## src/verilog/cmpd_params.svh

```systemverilog
// Constants for the comparator digital control block: offsets, fields, resets, counts.
// Assumes inclusion by bare name from the package and the design modules.
`ifndef CMPD_PARAMS_SVH
`define CMPD_PARAMS_SVH

`define CMPD_ADDR_W 4
`define CMPD_OFF_CTRL 4'h0
`define CMPD_OFF_REF 4'h4

`define CMPD_CTRL_EN 15
`define CMPD_CTRL_SIDL 13
`define CMPD_CTRL_DAC_PIN_ENABLE_BIT 8
`define CMPD_CTRL_INSEL_HI 7
`define CMPD_CTRL_INSEL_LO 6
`define CMPD_CTRL_EXTERNAL_REFERENCE_SELECT 5
`define CMPD_CTRL_STAT 3
`define CMPD_CTRL_POL 1
`define CMPD_CTRL_RANGE 0

`define CMPD_CTRL_WMASK 16'ha1e3
`define CMPD_CTRL_RSVD 16'h5e14
`define CMPD_REF_WMASK 16'h03ff
`define CMPD_CTRL_RESET 16'h0000
`define CMPD_REF_RESET 16'h0000

`define CMPD_RESP_OKAY 2'h0
`define CMPD_RESP_SLVERR 2'h2

`define CMPD_FILT_CYCLES 2
`define CMPD_FILT_MAX 16

`endif

```

## src/verilog/cmpd_pkg.sv

```systemverilog
// Types for the comparator digital control block.
// Assumes cmpd_params.svh supplies the numeric constants.
`include "cmpd_params.svh"

package cmpd_pkg;

	typedef struct packed {
		logic cmp_power;
		logic dac_power;
		logic [1:0] input_select;
		logic ext_ref_sel;
		logic high_range;
		logic dac_pin_enable;
		logic [9:0] ref_code;
	} cmpd_analog_t;

	typedef struct packed {
		logic level;
		logic [3:0] cnt;
	} cmpd_flt_state_t;

	typedef struct packed {
		logic [15:0] ctrl;
		logic [15:0] refc;
		logic sync1;
		logic sync2;
		logic filt_prev;
		logic active;
		logic irq;
		logic adc;
		logic stop_out;
		logic [3:0] pad_dis;
		cmpd_analog_t ana;
		logic awready;
		logic wready;
		logic bvalid;
		logic [1:0] bresp;
		logic aw_hold;
		logic w_hold;
		logic [`CMPD_ADDR_W-1:0] awaddr;
		logic [15:0] wdata;
		logic [1:0] wstrb;
		logic arready;
		logic rvalid;
		logic [1:0] rresp;
		logic [15:0] rdata;
	} cmpd_state_t;

endpackage

```

## src/verilog/cmpd_glitch_filter.sv

```systemverilog
// Glitch filter: output follows the input only after it has held for FILT_CYCLES samples.
// Assumes a synchronised input and a reset already synchronised to mclk_i.
`include "cmpd_params.svh"

module cmpd_glitch_filter #(
	parameter int unsigned FILT_CYCLES = `CMPD_FILT_CYCLES
) (
	input wire logic mclk_i,
	input wire logic rst_n_i,
	input wire logic level_i,
	output logic level_o
);

	cmpd_pkg::cmpd_flt_state_t s_q;
	cmpd_pkg::cmpd_flt_state_t s_d;

	if (FILT_CYCLES < 2 || FILT_CYCLES > `CMPD_FILT_MAX) begin : g_chk
		$error("FILT_CYCLES out of range");
	end

	always_comb begin
		s_d = s_q;
		if (level_i == s_q.level) begin
			s_d.cnt = 4'h0;
		end else if (s_q.cnt == 4'(FILT_CYCLES - 1)) begin
			s_d.level = level_i;
			s_d.cnt = 4'h0;
		end else begin
			s_d.cnt = s_q.cnt + 4'h1;
		end
	end

	always_ff @(posedge mclk_i or negedge rst_n_i) begin
		if (!rst_n_i) begin
			s_q <= '0;
		end else begin
			s_q <= s_d;
		end
	end

	assign level_o = s_q.level;
endmodule

```

## src/verilog/cmpd_top.sv

```systemverilog
// Comparator digital control: AXI4-Lite registers, synchroniser, glitch filter, event pulses.
// Assumes a raw asynchronous comparator level and same-clock sleep/idle levels.
`include "cmpd_params.svh"

module cmpd_top #(
	parameter int unsigned FILT_CYCLES = `CMPD_FILT_CYCLES
) (
	input wire logic mclk_i,
	input wire logic rst_n_i,
	input wire logic cmp_raw_i,
	input wire logic sleep_i,
	input wire logic idle_i,
	input wire logic group_stop_i,
	input wire logic s_axi_awvalid,
	output logic s_axi_awready,
	input wire logic [`CMPD_ADDR_W-1:0] s_axi_awaddr,
	input wire logic [2:0] s_axi_awprot,
	input wire logic s_axi_wvalid,
	output logic s_axi_wready,
	input wire logic [31:0] s_axi_wdata,
	input wire logic [3:0] s_axi_wstrb,
	output logic s_axi_bvalid,
	input wire logic s_axi_bready,
	output logic [1:0] s_axi_bresp,
	input wire logic s_axi_arvalid,
	output logic s_axi_arready,
	input wire logic [`CMPD_ADDR_W-1:0] s_axi_araddr,
	input wire logic [2:0] s_axi_arprot,
	output logic s_axi_rvalid,
	input wire logic s_axi_rready,
	output logic [31:0] s_axi_rdata,
	output logic [1:0] s_axi_rresp,
	output cmpd_pkg::cmpd_analog_t analog_cfg_o,
	output logic [3:0] pad_dig_disable_o,
	output logic stop_in_idle_o,
	output logic filtered_o,
	output logic irq_pulse_o,
	output logic adc_trig_o,
	output logic pwm_fault_o,
	output logic wake_async_o
);

	logic [1:0] rst_sync_q;
	logic rst_n;
	logic flt_in;
	logic flt;
	logic mode_lp;
	cmpd_pkg::cmpd_state_t s_q;
	cmpd_pkg::cmpd_state_t s_d;

	// Write merge per byte lane; bits outside the mask stay zero
	function automatic logic [15:0] wr16(input logic [15:0] old, input logic [15:0] data,
		input logic [1:0] strb, input logic [15:0] mask);
		logic [15:0] v;
		v = old;
		if (strb[0]) begin
			v[7:0] = data[7:0];
		end
		if (strb[1]) begin
			v[15:8] = data[15:8];
		end
		return v & mask;
	endfunction

	always_ff @(posedge mclk_i or negedge rst_n_i) begin
		if (!rst_n_i) begin
			rst_sync_q <= 2'h0;
		end else begin
			rst_sync_q <= {rst_sync_q[0], 1'h1};
		end
	end
	assign rst_n = rst_sync_q[1];

	// Disabled module feeds a steady zero so no stale edge survives re-enable
	assign flt_in = s_q.active & (s_q.sync2 ^ s_q.ctrl[`CMPD_CTRL_POL]);

	cmpd_glitch_filter #(
		.FILT_CYCLES(FILT_CYCLES)
	) u_filter (
		.mclk_i(mclk_i),
		.rst_n_i(rst_n),
		.level_i(flt_in),
		.level_o(flt)
	);

	always_comb begin
		s_d = s_q;
		s_d.sync1 = cmp_raw_i;
		s_d.sync2 = s_q.sync1;
		s_d.active = s_q.ctrl[`CMPD_CTRL_EN] &
			!(idle_i & (s_q.ctrl[`CMPD_CTRL_SIDL] | group_stop_i));
		s_d.stop_out = s_q.ctrl[`CMPD_CTRL_SIDL];
		s_d.filt_prev = flt;
		s_d.irq = s_q.active & flt & !s_q.filt_prev;
		s_d.adc = s_q.active & flt & !s_q.filt_prev;
		s_d.ana.cmp_power = s_d.active;
		s_d.ana.dac_power = s_d.active;
		s_d.ana.input_select = s_q.ctrl[`CMPD_CTRL_INSEL_HI:`CMPD_CTRL_INSEL_LO];
		s_d.ana.ext_ref_sel = s_q.ctrl[`CMPD_CTRL_EXTERNAL_REFERENCE_SELECT];
		s_d.ana.high_range = s_q.ctrl[`CMPD_CTRL_RANGE];
		s_d.ana.dac_pin_enable = s_q.ctrl[`CMPD_CTRL_DAC_PIN_ENABLE_BIT];
		s_d.ana.ref_code = s_q.refc[9:0];
		for (int i = 0; i < 4; i++) begin
			s_d.pad_dis[i] = s_q.ctrl[`CMPD_CTRL_EN] &
				(s_q.ctrl[`CMPD_CTRL_INSEL_HI:`CMPD_CTRL_INSEL_LO] == 2'(i));
		end

		// Write address and data may arrive in either order
		if (s_q.awready && s_axi_awvalid) begin
			s_d.aw_hold = 1'h1;
			s_d.awaddr = s_axi_awaddr;
		end
		if (s_q.wready && s_axi_wvalid) begin
			s_d.w_hold = 1'h1;
			s_d.wdata = s_axi_wdata[15:0];
			s_d.wstrb = s_axi_wstrb[1:0];
		end
		if (s_q.bvalid && s_axi_bready) begin
			s_d.bvalid = 1'h0;
		end
		if (s_q.aw_hold && s_q.w_hold && !s_q.bvalid) begin
			s_d.aw_hold = 1'h0;
			s_d.w_hold = 1'h0;
			s_d.bvalid = 1'h1;
			s_d.bresp = `CMPD_RESP_OKAY;
			case (s_q.awaddr)
				`CMPD_OFF_CTRL: begin
					s_d.ctrl = wr16(s_q.ctrl, s_q.wdata, s_q.wstrb, `CMPD_CTRL_WMASK);
				end
				`CMPD_OFF_REF: begin
					s_d.refc = wr16(s_q.refc, s_q.wdata, s_q.wstrb, `CMPD_REF_WMASK);
				end
				default: begin
					s_d.bresp = `CMPD_RESP_SLVERR;
				end
			endcase
		end
		s_d.awready = !s_d.aw_hold && !s_d.bvalid;
		s_d.wready = !s_d.w_hold && !s_d.bvalid;

		// Read side: one outstanding read, answered the cycle after the address
		if (s_q.rvalid && s_axi_rready) begin
			s_d.rvalid = 1'h0;
		end
		if (s_q.arready && s_axi_arvalid) begin
			s_d.rvalid = 1'h1;
			s_d.rresp = `CMPD_RESP_OKAY;
			case (s_axi_araddr)
				`CMPD_OFF_CTRL: begin
					s_d.rdata = s_q.ctrl;
					s_d.rdata[`CMPD_CTRL_STAT] = flt;
				end
				`CMPD_OFF_REF: begin
					s_d.rdata = s_q.refc;
				end
				default: begin
					s_d.rdata = 16'h0000;
					s_d.rresp = `CMPD_RESP_SLVERR;
				end
			endcase
		end
		s_d.arready = !s_d.rvalid;
	end

	always_ff @(posedge mclk_i or negedge rst_n) begin
		if (!rst_n) begin
			s_q <= '0;
		end else begin
			s_q <= s_d;
		end
	end

	// The wake path must work with the clock stopped, so it bypasses the synchroniser and filter; its only flops are config and the running flag
	assign mode_lp = sleep_i | idle_i;
	assign wake_async_o = mode_lp & s_q.active & (cmp_raw_i ^ s_q.ctrl[`CMPD_CTRL_POL]);

	assign s_axi_awready = s_q.awready;
	assign s_axi_wready = s_q.wready;
	assign s_axi_bvalid = s_q.bvalid;
	assign s_axi_bresp = s_q.bresp;
	assign s_axi_arready = s_q.arready;
	assign s_axi_rvalid = s_q.rvalid;
	assign s_axi_rresp = s_q.rresp;
	assign s_axi_rdata = {16'h0000, s_q.rdata};
	assign analog_cfg_o = s_q.ana;
	assign pad_dig_disable_o = s_q.pad_dis;
	assign stop_in_idle_o = s_q.stop_out;
	assign filtered_o = flt;
	assign irq_pulse_o = s_q.irq;
	assign adc_trig_o = s_q.adc;
	assign pwm_fault_o = flt;
endmodule
```

## config.mk

```make
export PLATFORM = sky130hd
export DESIGN_NAME = cmpd_top
export DESIGN_NICKNAME = d
export VERILOG_FILES = /design/src/verilog/cmpd_pkg.sv /design/src/verilog/cmpd_glitch_filter.sv /design/src/verilog/cmpd_top.sv
export VERILOG_INCLUDE_DIRS = /design/src /design/src/verilog
export SDC_FILE = /design/constraint.sdc
export NUM_CORES = 1
export LEC_CHECK = 0
export ABC_AREA = 1
export ABC_CLOCK_PERIOD_IN_PS = 3100
export BUFFER_PORTS_ARGS = -buffer_cell sky130_fd_sc_hd__buf_2
export CAP_MARGIN = 20
export CORE_ASPECT_RATIO = 1.5
export CORE_UTILIZATION = 50
export DETAILED_ROUTE_END_ITERATION = 8
export GPL_ROUTABILITY_DRIVEN = 0
export GPL_TIMING_DRIVEN = 0
export MAX_ROUTING_LAYER = met4
export PLACE_DENSITY_LB_ADDON = 0.12
export SKIP_LAST_GASP = 1
export SYNTH_ARGS = -nofsm -noshare
export SYNTH_HDL_FRONTEND = slang
export SYNTH_SLANG_ARGS = --single-unit
```

## constraint.sdc

```tcl
create_clock -name mclk_i -period 3.1 [get_ports mclk_i]
set_input_delay 0.62 -clock mclk_i [delete_from_list [all_inputs] [get_ports mclk_i]]
set_output_delay 0.62 -clock mclk_i [all_outputs]
set_load 0.02 [all_outputs]
```

==> flow_summary_export.csv <==
group,metric,value,unit
critical_path,path_class,"flip-flop to output pin",
finish,final_util,63.4,%
routing,drt_wl_total,6590,µm
global_routing,grt_max_degree,46,
clock_network,cts_tree,"built",
global_routing,grt_pass1_wl,11200,µm
synth,ys_seq_area_share,58.4,%
clock_network,clockBufferDepth,2,
sta,worst_pin_slew,0.547,ns
sta,finalCriticalPeriod,1.85,ns
clock_network,cts_max_level,3,
critical_path,path_cells,"xnor2_1, nor2_1, buf_2",
routing,via_per_inst,4.30,
pwr,seq_power_share,48.2,%
sta,relSlewSlack,63.5,%
finish,stdcell_area,4640,µm²
global_routing,antenna_found_initial,0,
pwr,p_total,3.56,mW
critical_path,crit_buf_inv,1,
floorplanning,die_w,73.3,µm
clock_network,clk_latency,0.36,ns
routing,wl_met1,2730,µm
sta,setup_tns,0,ns
global_routing,track_usage,19.1,%
sta,final_max_slew_viol_count,0,
routing,wl_met3,245,µm
pwr,comb_power_share,28.7,%
floorplanning,io_pins,129,
floorplanning,rows,38,
global_routing,grt_remaining_overflow,0,
synth,synth_area_per_cell,9.40,µm²
finish,layout_common_cells,"nand2_1 (140), dfrtp_1 (88), buf_2 (79)",
synth,synth.distinct_cells,23,
synth,ys.warnings.count,0,
pwr,power_leakage,2.70,nW
clock_network,cts_resized,0,
clock_network,numCtsBuffers,9,
critical_path,worstReg2RegStart,"s_axi_bvalid",
sta,hold_viol,0,
worst_hold_path,hp-class,"input port to asynchronous set/reset pin",
sta,fin_skew,0.00720,ns
clock_network,clockRootBuffer,"clkbuf_8",
clock_network,cts_num_sinks,89,
clock_network,cts.clk_slew.worst_paths,0.09,ns
synth,netlist_instances,406,
finish,ff_latch_area,2230,µm²
critical_path,critical_path.startpoint_type,"flip-flop",
clock_network,hold_buffers,0,
critical_path,max_stage_delay,0.46,ns
run_status,status,"finished, final reports clean",
synth,ys_ff_latch,89,
critical_path,endpoint_kind,"output pin",
floorplanning,core,7320,µm²
critical_path,cp-startpoint,"s_q[94]",
sta,finalCritPeriodShare,59.6,%
placed_design,place_hpwl,5010,µm
finish,final_nets,580,
sta,finalSetupViolCount,0,
pwr,p_int,2.29,mW
critical_path,critical_path.max_fanout,5,
routing,antenna_left,0,
finish,n_fill_cell,685,
finish,multiInputGateArea,1090,µm²
routing,wl_met2,3480,µm
routing,first_pass_iters,4,
routing,routed-via-count,2673,
critical_path,path_delay_family,"flip-flops",
pwr,p_switching,1.28,mW
synth,netlist_area,3820,µm²
sta,fmax,541,MHz
placed_design,numPortBuffers,78,
finish,syn_to_final_growth,21.6,%
sta,hold_slack,0.0189,ns
finish,antenna_cells,0,
routing,top_layer_used,"met4",
routing,drc,0,
job,cap_violations,0,
routing,first_iter_violations,127,
clock_network,postCtsSetupRepairBufs,0,
finish,layout_commonest_cell,"nand2_1",
routing,wire_per_inst,10.6,µm
pwr,powerDensity,768,nW/µm²
floorplanning,dieArea,7990,µm²
sta,grt_setup_unrepaired,"false",
placed_design,placed_area,4430,µm²
finish,layout-drive-gt1-share,32.6,%
critical_path,cp.required,2.48,ns
pwr,irDropWorstVdd,0.500,mV
floorplanning,die_h,109,µm
global_routing,grt_pass1_vias,2573,
floorplanning,start_util,52.1,%
pwr,power_frac_clock,23.1,%
pwr,switching_share,35.8,%
critical_path,crit_slowest_cell,"dfrtp_1",
critical_path,cp.arrival,1.23,ns
-- cells in the mapped netlist --
master    instances  area [µm²]
nor3_1            4        20.0
nand3_4           1        17.5
nand2_1         140         526
a21oi_1           1        5.00
nand4_1           1        6.26
xnor2_1           1        8.76
buf_6             1        11.3
nor2_1           11        41.3
nand2_2           1        6.26
conb_1            2        7.51
clkbuf_1          2        7.51
nor2_2            4        25.0
o21ai_0          17        85.1
buf_4            62         465
xor2_1            1        8.76
o21a_1            1        7.51
buf_2             1        5.00
ha_1              2        25.0
nand3_1          36         180
dfrtp_1          89        2230
or2_2             1        6.26
inv_1            24        90.1
nor2_4            3        33.8
-- flip-flops by register name (all words and copies together), names as in the netlist --
| register | count |
|---|---|
| adc_trig_o | 1 |
| s_axi_bresp | 1 |
| u_filter.s_q | 4 |
| analog_cfg_o | 16 |
| s_q | 24 |
| s_axi_rresp | 1 |
| s_axi_bvalid | 1 |
| pad_dig_disable_o | 4 |
| s_d | 17 |
| s_axi_awready | 1 |
| stop_in_idle_o | 1 |
| u_filter.level_o | 1 |
| s_axi_rvalid | 1 |
| s_axi_wready | 1 |
| s_axi_arready | 1 |
| rst_sync_q | 2 |
| s_axi_rdata | 12 |
-- power by group through the flow --
| stage | logic [mW] | clock network, mW | registers [mW] |
|---|---|---|---|
| finish | 1.02 | 0.824 | 1.72 |
| global route | 1.15 | 0.901 | 1.76 |
| CTS | 1.04 | 0.847 | 1.72 |
| detailed placement | 1.03 | 0 | 1.75 |
| global placement | 0.997 | 0 | 1.74 |
| floorplan | 0.746 | 0 | 1.72 |
-- per-layer routing --
metal	GRT usage, %	up-vias
li1	-	1401
met1	21.5	1200
met2	33.0	62
met3	2.50	10
met4	9.89	0
met5	-	-
-- final timing paths --
kind	slack (ns)	cells past startpoint	end
worst min-delay path	0.02	1	rst_sync_q[1]
worst max register to register	1.83	6	s_q[108]
worst max-delay path	1.25	3	wake_async_o
max in group asynchronous	2.16	1	s_axi_rdata[0]
worst min register to register	0.32	0	s_axi_wready
min in group mclk_i	0.36	0	rst_sync_q[1]
-- per-stage QoR --
step	setup WS, ns	std cells
2_1_floorplan	0.438	427
3_3_place_gp	-0.378	605
3_5_place_dp	1.37	606
4_1_cts	1.23	622
5_1_grt	1.19	622
6_report	1.25	622
-- logic make-up (layout without fill, tap and decap cells) --
family,Yosys count,count (layout),share of synthesized area (%)
xor+xnor,2,2,0.459
other cells,2,23,0.197
compound gates,19,19,2.56
fa+ha+maj,2,2,0.656
buf+inv,90,185,15.2
flops,89,89,58.4
simple gates,202,202,22.6
-- area by class of cell --
cell class / count / area share, %
Inverter: 24 / 1.94
Timing Repair Buffer: 79 / 8.84
Multi-Input combinational cell: 248 / 23.5
Clock buffer: 9 / 2.67
Clock inverter: 7 / 1.81
Sequential cell: 89 / 48.1
Buffer: 66 / 10.5
Tap cell: 100 / 2.70
No activity file was read; power rests on OpenSTA's default activity.
